[src/design/mfcs_consts.vh]
// constants of the modem function configuration space
// Summary of operation
// RL1: modem answers as configuration function one, LAN as zero, present per strap
// RL2: identity dword holds device and vendor ids, read-only, from EEPROM
// RL3: command resets zero; only bits 8, 6, 1, 0 writable, others zero
// RL4: status reads 01 in bits 10:9, one in bit 4; bits 15, 14 writable
// RL5: every writable status bit is cleared while bus reset is asserted
// RL6: class dword reports base 07h, subclass 00h, interface 02h
// RL7: revision byte 7:0 comes from EEPROM word FEh
// RL8: header type byte always reads 80h, multifunction
// RL9: I/O window base requests 8 bytes; low address bits fixed
// RL10: memory window base requests 4 KB for control and card info
// RL11: card info pointer fixed: 0010h in bits 31:4, 2h in 3:0
// RL12: subsystem vendor id read-only from EEPROM, mirrors LAN 2Ch
// RL13: subsystem id read-only from EEPROM, mirrors LAN 2Eh
// RL14: capability pointer always reads DCh
// RL15: interrupt register mirrors LAN register 3Ch contents
// RL16: modem and LAN interrupt requests share one INTA# output
// RL17: power capabilities read FE31h with aux power, else 7E21h
// RL18: power control/status laid out and behaving like LAN E0h
// RL19: data: selects 0-7 EEPROM values scale 2; 8-15 zero scale 0
// RL20: modem strap set and boot disable clear make both modem and boot ROM active
// RL21: LAN boot enable bit chooses boot ROM or modem on shared port
// RL22: no extra companion logic may sit on the shared flash/modem port
// RL23: writes to fixed fields ignored; reserved locations read zero
`ifndef MFCS_CONSTS_VH
`define MFCS_CONSTS_VH

// ******************************************************
// dword offsets
// ******************************************************
`define MFCS_OFF_IDENT 8'h00
`define MFCS_OFF_CMDSTAT 8'h04
`define MFCS_OFF_CLASS 8'h08
`define MFCS_OFF_HEADER 8'h0C
`define MFCS_OFF_IOBAR 8'h10
`define MFCS_OFF_MEMBAR 8'h14
`define MFCS_OFF_CIS 8'h28
`define MFCS_OFF_SUBSYS 8'h2C
`define MFCS_OFF_CAPPTR 8'h34
`define MFCS_OFF_INTR 8'h3C
`define MFCS_OFF_PMCAP 8'hDC
`define MFCS_OFF_PMCSR 8'hE0

// ******************************************************
// fixed values and masks
// ******************************************************
`define MFCS_FUNC_MODEM 3'h1
`define MFCS_CMD_WMASK 16'h0143
`define MFCS_STAT_WMASK 16'hC000
`define MFCS_STAT_FIXED 16'h0210
`define MFCS_CLASS_CODE 24'h07_0002
`define MFCS_HEADER_TYPE 8'h80
`define MFCS_IOBAR_WMASK 32'hFFFF_FFF8
`define MFCS_IOBAR_FIXED 32'h0000_0001
`define MFCS_MEMBAR_WMASK 32'hFFFF_F000
`define MFCS_CIS_PTR 32'h0000_0102
`define MFCS_CAP_PTR 8'hDC
`define MFCS_PMC_AUX 16'hFE31
`define MFCS_PMC_NOAUX 16'h7E21
`define MFCS_PM_CAP_ID 8'h01
`define MFCS_PM_NEXT 8'h00
`define MFCS_DATA_SCALE 2'h2
`define MFCS_PMCSR_RESET 16'h0000

// ******************************************************
// power control/status fields
// ******************************************************
`define MFCS_PM_STATUS_BIT 15
`define MFCS_PM_ENABLE_BIT 8

`endif

[src/design/mfcs_config_space.v]
// modem function configuration space register set
`include "mfcs_consts.vh"

module mfcs_config_space #(
  parameter PWR_BYTES = 8
) (
  input wire clk_sys_in,
  input wire rst_n_in,
  input wire cfg_req_in,
  input wire cfg_wr_in,
  input wire [2:0] cfg_func_in,
  input wire [7:0] cfg_addr_in,
  input wire [3:0] cfg_be_in,
  input wire [31:0] cfg_wdata_in,
  output reg [31:0] cfg_rdata_out,
  output reg cfg_ack_out,
  input wire [31:0] ee_ident_in,
  input wire [7:0] ee_revision_in,
  input wire [15:0] ee_subsys_vendor_in,
  input wire [15:0] ee_subsys_in,
  input wire [15:0] lan_interrupt_reg_in,
  input wire [63:0] ee_power_data_in,
  input wire modem_function_strap_in,
  input wire boot_rom_disable_strap_in,
  input wire aux_power_in,
  input wire cardbus_mode_in,
  input wire lan_boot_enable_in,
  input wire modem_irq_in,
  input wire lan_irq_in,
  input wire pme_event_in,
  output wire inta_n_out,
  output wire inta_n_oe_out,
  output wire pme_n_out,
  output wire pme_n_oe_out,
  output reg modem_active_out,
  output reg boot_rom_active_out,
  output wire modem_port_sel_out,
  output wire boot_rom_sel_out,
  output wire [1:0] power_state_out,
  output wire io_enable_out,
  output wire mem_enable_out
);

  // ******************************************************
  // state
  // ******************************************************
  reg [15:0] cmd_r;
  reg [15:0] cmd_nxt;
  reg [15:0] stat_r;
  reg [15:0] stat_nxt;
  reg [31:0] iobar_r;
  reg [31:0] iobar_nxt;
  reg [31:0] membar_r;
  reg [31:0] membar_nxt;
  reg [15:0] pmcsr_r;
  reg [15:0] pmcsr_nxt;
  reg straps_taken_r;
  reg [31:0] rdata_nxt;
  reg [31:0] mrg;

  wire hit;
  wire wr;
  wire [31:0] bmask;
  wire [7:0] pwr_byte;
  wire [1:0] pwr_scale;
  wire [3:0] data_sel;

  // merge byte-enabled write data into a field under a writable mask
  function [31:0] merge;
    input [31:0] old;
    input [31:0] wdata;
    input [31:0] lanes;
    input [31:0] wmask;
    begin
      merge = (old & ~(lanes & wmask)) | (wdata & lanes & wmask);
    end
  endfunction

  // ******************************************************
  // access decode
  // ******************************************************
  // only function one, and only while the strap has enabled it
  assign hit = cfg_req_in && (cfg_func_in == `MFCS_FUNC_MODEM) && modem_active_out; // see RL1
  assign wr = hit && cfg_wr_in;
  assign bmask = {{8{cfg_be_in[3]}}, {8{cfg_be_in[2]}}, {8{cfg_be_in[1]}}, {8{cfg_be_in[0]}}};

  // ******************************************************
  // straps
  // ******************************************************
  // straps are caught by the first clock after reset release, never by the reset itself
  always @(posedge clk_sys_in or negedge rst_n_in)
  begin
    if (!rst_n_in)
    begin
      straps_taken_r <= 1'b0;
      modem_active_out <= 1'b0;
      boot_rom_active_out <= 1'b0;
    end
    else if (!straps_taken_r)
    begin
      straps_taken_r <= 1'b1;
      modem_active_out <= modem_function_strap_in; // see RL1
      boot_rom_active_out <= !boot_rom_disable_strap_in; // see RL20
    end
  end

  // shared port: boot enable picks the ROM, otherwise the modem owns it
  assign boot_rom_sel_out = boot_rom_active_out && lan_boot_enable_in; // see RL21
  assign modem_port_sel_out = modem_active_out && !boot_rom_sel_out; // see RL21

  // ******************************************************
  // writable registers
  // ******************************************************
  always @*
  begin
    mrg = 32'h0000_0000;
    cmd_nxt = cmd_r;
    stat_nxt = stat_r;
    iobar_nxt = iobar_r;
    membar_nxt = membar_r;
    pmcsr_nxt = pmcsr_r;
    if (wr)
    begin
      case (cfg_addr_in & 8'hFC)
        `MFCS_OFF_CMDSTAT:
        begin
          mrg = merge({16'h0000, cmd_r}, cfg_wdata_in, bmask,
                      {16'h0000, `MFCS_CMD_WMASK});
          cmd_nxt = mrg[15:0]; // see RL3
          mrg = merge({16'h0000, stat_r}, {16'h0000, cfg_wdata_in[31:16]},
                      {16'h0000, bmask[31:16]}, {16'h0000, `MFCS_STAT_WMASK});
          stat_nxt = mrg[15:0]; // see RL4
        end
        `MFCS_OFF_IOBAR:
          iobar_nxt = merge(iobar_r, cfg_wdata_in, bmask, `MFCS_IOBAR_WMASK); // see RL9
        `MFCS_OFF_MEMBAR:
          membar_nxt = merge(membar_r, cfg_wdata_in, bmask, `MFCS_MEMBAR_WMASK); // see RL10
        `MFCS_OFF_PMCSR:
        begin
          // power state, data select and PME enable are plain writes
          mrg = merge({16'h0000, pmcsr_r}, cfg_wdata_in, bmask, 32'h0000_1F03);
          pmcsr_nxt = mrg[15:0]; // see RL18
          // PME status is write-one-to-clear
          if (bmask[15] && cfg_wdata_in[`MFCS_PM_STATUS_BIT])
            pmcsr_nxt[`MFCS_PM_STATUS_BIT] = 1'b0; // see RL18
        end
        default:
          cmd_nxt = cmd_r; // see RL23
      endcase
    end
    // a wake event in the clearing cycle still lands
    if (pme_event_in)
      pmcsr_nxt[`MFCS_PM_STATUS_BIT] = 1'b1; // see RL18
  end

  always @(posedge clk_sys_in or negedge rst_n_in)
  begin
    if (!rst_n_in)
    begin
      cmd_r <= 16'h0000; // see RL3
      stat_r <= 16'h0000; // see RL5
      iobar_r <= 32'h0000_0000;
      membar_r <= 32'h0000_0000;
      pmcsr_r <= `MFCS_PMCSR_RESET;
    end
    else
    begin
      cmd_r <= cmd_nxt;
      stat_r <= stat_nxt;
      iobar_r <= iobar_nxt;
      membar_r <= membar_nxt;
      pmcsr_r <= pmcsr_nxt;
    end
  end

  // ******************************************************
  // power data
  // ******************************************************
  assign data_sel = pmcsr_r[12:9];
  // selects above seven have no table entry and report zero at scale zero
  assign pwr_byte = (data_sel < PWR_BYTES) ? ee_power_data_in[data_sel[2:0]*8 +: 8] : 8'h00; // see RL19
  assign pwr_scale = (data_sel < PWR_BYTES) ? `MFCS_DATA_SCALE : 2'h0; // see RL19

  // ******************************************************
  // read mux
  // ******************************************************
  always @*
  begin
    rdata_nxt = 32'h0000_0000;
    case (cfg_addr_in & 8'hFC)
      `MFCS_OFF_IDENT:
        rdata_nxt = ee_ident_in; // see RL2
      `MFCS_OFF_CMDSTAT:
        rdata_nxt = {stat_r | `MFCS_STAT_FIXED, cmd_r}; // see RL4
      `MFCS_OFF_CLASS:
        rdata_nxt = {`MFCS_CLASS_CODE, ee_revision_in}; // see RL6 RL7
      `MFCS_OFF_HEADER:
        rdata_nxt = {8'h00, `MFCS_HEADER_TYPE, 16'h0000}; // see RL8
      `MFCS_OFF_IOBAR:
        rdata_nxt = iobar_r | `MFCS_IOBAR_FIXED; // see RL9
      `MFCS_OFF_MEMBAR:
        rdata_nxt = membar_r; // see RL10
      `MFCS_OFF_CIS:
        // the pointer exists only in CardBus mode; PCI mode sees reserved zero
        rdata_nxt = cardbus_mode_in ? `MFCS_CIS_PTR : 32'h0000_0000; // see RL11
      `MFCS_OFF_SUBSYS:
        rdata_nxt = {ee_subsys_in, ee_subsys_vendor_in}; // see RL12 RL13
      `MFCS_OFF_CAPPTR:
        rdata_nxt = {24'h00_0000, `MFCS_CAP_PTR}; // see RL14
      `MFCS_OFF_INTR:
        rdata_nxt = {16'h0000, lan_interrupt_reg_in}; // see RL15
      `MFCS_OFF_PMCAP:
        rdata_nxt = {aux_power_in ? `MFCS_PMC_AUX : `MFCS_PMC_NOAUX,
                     `MFCS_PM_NEXT, `MFCS_PM_CAP_ID}; // see RL17
      `MFCS_OFF_PMCSR:
        rdata_nxt = {8'h00, pwr_byte, pmcsr_r[15], pwr_scale, pmcsr_r[12:0]}; // see RL18 RL19
      default:
        rdata_nxt = 32'h0000_0000; // see RL23
    endcase
  end

  always @(posedge clk_sys_in or negedge rst_n_in)
  begin
    if (!rst_n_in)
    begin
      cfg_rdata_out <= 32'h0000_0000;
      cfg_ack_out <= 1'b0;
    end
    else
    begin
      cfg_ack_out <= hit;
      // write cycles return zero so stale data never leaks
      cfg_rdata_out <= (hit && !cfg_wr_in) ? rdata_nxt : 32'h0000_0000;
    end
  end

  // ******************************************************
  // pins
  // ******************************************************
  // open drain: both functions pull the same line low
  assign inta_n_out = 1'b0;
  assign inta_n_oe_out = modem_irq_in || lan_irq_in; // see RL16
  assign pme_n_out = 1'b0;
  assign pme_n_oe_out = pmcsr_r[`MFCS_PM_STATUS_BIT] && pmcsr_r[`MFCS_PM_ENABLE_BIT]; // see RL18
  assign power_state_out = pmcsr_r[1:0];
  assign io_enable_out = cmd_r[0];
  assign mem_enable_out = cmd_r[1];

endmodule

[config.mk]
export PLATFORM = sky130hd
export DESIGN_NAME = mfcs_config_space
export DESIGN_NICKNAME = d
export VERILOG_FILES = /design/src/design/mfcs_config_space.v
export VERILOG_INCLUDE_DIRS = /design/src /design/src/design
export SDC_FILE = /design/constraint.sdc
export NUM_CORES = 1
export LEC_CHECK = 0
export ABC_CLOCK_PERIOD_IN_PS = 2000
export BUFFER_PORTS_ARGS = -buffer_cell sky130_fd_sc_hd__buf_2
export CAP_MARGIN = 15
export CORE_ASPECT_RATIO = 0.6
export CORE_MARGIN = 4
export CORE_UTILIZATION = 42
export CTS_BUF_LIST = sky130_fd_sc_hd__clkbuf_4 sky130_fd_sc_hd__clkbuf_8
export DETAILED_ROUTE_END_ITERATION = 8
export PLACE_DENSITY = 0.78
export SLEW_MARGIN = 20
export SYNTH_ARGS = -nofsm -noshare
export SYNTH_HDL_FRONTEND = slang
export SYNTH_SLANG_ARGS = --single-unit
[constraint.sdc]
create_clock -name clk_sys_in -period 2 [get_ports clk_sys_in]
set_input_delay 0.4 -clock clk_sys_in [delete_from_list [all_inputs] [get_ports clk_sys_in]]
set_output_delay 0.4 -clock clk_sys_in [all_outputs]
set_load 0.01 [all_outputs]
==> results.sh <==
export IMPL_netlist_top_cells_area="dfrtp_1 49%, mux2_2 16%, mux4_2 7.2%, a22oi_1 4.3%, a31oi_1 3.0%"
export IMPL_ctsResizeCount=0
export IMPL_arrival_ns=2.09
export IMPL_power_leakage_nw=3.43
export IMPL_synthCells=406
export IMPL_ys_ff_latch=99
export IMPL_gr_total_overflow=0
export IMPL_synth_most_common_cell="dfrtp_1"
export IMPL_synth_area_sq_um=5010
export IMPL_grt_setup_unrepaired="false"
export IMPL_drtIter0Drc=345
export IMPL_synth_edff_count=0
export IMPL_synth_distinct_cells=46
export IMPL_switching_share_pct=26.3
export IMPL_io_pins=256
export IMPL_drcViolationCount=0
export IMPL_path_clk_slew_ns=0.10
export IMPL_synth_xor_area_share_pct=0
export IMPL_yosysWarnings=0
export IMPL_hold_viol=0
export IMPL_num_rows=30
export IMPL_multi_input_area_sq_um=2400
export IMPL_start_kind="input pin"
export IMPL_p_seq_share_pct=54.8
export IMPL_dr_pass1_iters=5
export IMPL_synthArstFlopShare_pct=100
export IMPL_drive_above_1_share_pct=60.0
export IMPL_insertion_delay_ns=0.37
export IMPL_drv_cap=0
export IMPL_cp_required_ns=2.25
export IMPL_seq_area_sq_um=2480
export IMPL_layout_min_cycle_time_ns=1.84
export IMPL_max_freq_mhz=543
export IMPL_fillCellCount=1013
export IMPL_syn2layout_area_growth_pct=38.6
export IMPL_max_slew_margin_pct=53.9
export IMPL_cts_setup_buffers=0
export IMPL_p_switching_mw=0.971
export IMPL_yosys_most_used_dff="dfrtp_1"
export IMPL_path_class="input pin to flip-flop"
export IMPL_powerDensity_nw_per_um2=531
export IMPL_clkPwrFrac_pct=33.4
export IMPL_viasPerCell=5.60
export IMPL_wl_per_cell_microns=20.7
export IMPL_synth_top_family_by_area="multiplexers"
export IMPL_p_comb_share_pct=11.8
export IMPL_yosysSeqAreaShare_pct=49.4
export IMPL_tns_ns=0
export IMPL_cts_max_level=3
export IMPL_wl_microns=17500
export IMPL_vias=4740
export IMPL_die_h_microns=92.6
export IMPL_grt_pass1_vias=5169
export IMPL_finalPower_mw=3.69
export IMPL_cts_hold_buf=0
export IMPL_synth_mux_area_share_pct=23.5
export IMPL_clock_skew_ns=0.0145
export IMPL_p_int_mw=2.72
export IMPL_critical_path_max_fanout=5
export IMPL_portBuffers=250
export IMPL_yosys_top_cells_count="99 x dfrtp_1, 71 x mux2_2, 38 x nand2_1"
export IMPL_grt_pass1_wl_microns=27000
export IMPL_crit_path_end_kind="flip-flop"
export IMPL_finalCritPeriodShare_pct=92.2
export IMPL_cts_buffers=9
export IMPL_synthAdderAreaFrac_pct=0
export IMPL_cts_root_buf="clkbuf_8"
export IMPL_slew_violations=0
export IMPL_netlist_area_leader_share_pct=49.4
export IMPL_status="completed"
export IMPL_die_w_microns=149
export IMPL_synth_simple_area_share_pct=8.54
export IMPL_grtUsageTotal_pct=25.3
export IMPL_grt_max_degree=100
export IMPL_diodes=0
export IMPL_nets=893
export IMPL_place_congestion=0.894
export IMPL_antenna_found_initial=0
export IMPL_cts_buffer_depth=2
export IMPL_tightest_slew_ns=0.692
export IMPL_synth_compound_area_share_pct=14.9
export IMPL_core_area_sq_um=11500
export IMPL_clock_sinks=99
export IMPL_tritoncts="done"
export IMPL_die_area_sq_um=13800
export IMPL_ir_worst_vdd_uv=344
export IMPL_syn_avg_cell_area_sq_um=12.3
export IMPL_ant_nets=0
export IMPL_yosysTopAreaCell="dfrtp_1"
export IMPL_hold_class="input pin to asynchronous set/reset pin"
export IMPL_dp_hpwl_microns=13600
export IMPL_finalSetupViolCount=0
export IMPL_start_util_pct=43.6
area by class of cell:
type,count,share of cell area [%]
multi-input combinational,276,34.5
sequential,99,35.7
clock inverter,7,0.828
inverter,2,0.108
clock buffer,9,1.78
tap,160,2.88
timing repair buffer,294,24.2
critical path, stage by stage:
cell and delay, ns:
buf_2 0.11, or4b_1 0.69, nor3_2 0.30, nand2_1 0.24
mux2_2 0.34
final timing paths:
path | from | slack, ns | end | cells past startpoint
max | cfg_addr_in[7] | 0.16 | flip-flop | 5
min | rst_n_in | 0.08 | cfg_rdata_out[15]$_DFF_PN0_ | 2
max reg2reg | flip-flop | 0.19 | cfg_rdata_out[21]$_DFF_PN0_ | 4
min reg2reg | straps_taken_r$_DFF_PN0_ | 0.49 | boot_rom_active_out$_DFFE_PN0N_ | 1
max in group asynchronous | rst_n_in | 1.50 | cfg_rdata_out[4]$_DFF_PN0_ | 2
min in group clk_sys_in | boot_rom_disable_strap_in | 0.20 | boot_rom_active_out$_DFFE_PN0N_ | 2
logic make-up after synthesis:
kind of cell	after synthesis
flip-flops	99
AND/OR/NAND/NOR	79
AO/OA/AOI/OAI	105
multiplexers	89
buffers and inverters	32
other	2
power groups by stage:
stage	Clock, mW	Combinational [mW]	Sequential [mW]
floorplan	0	0.111	2.06
global placement	0	0.420	2.06
detailed placement	0	0.435	2.06
CTS	1.27	0.436	2.02
global route	1.35	0.476	2.02
finish	1.23	0.435	2.02
layer usage:
metal	global-route usage [%]	vias up	wire, microns
met5	0	-	0
met4	6.85	0	236
met3	7.24	24	1880
met2	42.0	280	8470
met1	32.5	2307	6940
li1	-	2129	-
metrics by stage:
stage	setup slack [ns]	utilization [%]	area, sq um	hold slack (ns)	instances
after global placement	-0.197	58.9	6770	0.470	831
after CTS	0.155	60.5	6950	0.0914	847
after floorplan	-0.00738	-	5040	0.104	407
after detailed placement	-0.230	58.9	6770	0.484	831
final	0.157	60.5	6950	0.0765	847
after global routing	0.0570	60.5	6950	0.110	847
layout by cell type, fill, tap and decap left out, types with 7 or more instances in the layout:
cell type and count:
clkbuf_8 9, buf_2 249, buf_4 37, nand2_1 37
a221oi_1 7, dfrtp_1 99, a22oi_1 29, a31oi_1 24
mux2_2 71, buf_12 8, a21oi_1 23, mux4_2 16
a222oi_1 13
Note: power is estimated with default switching activity, not from simulation.
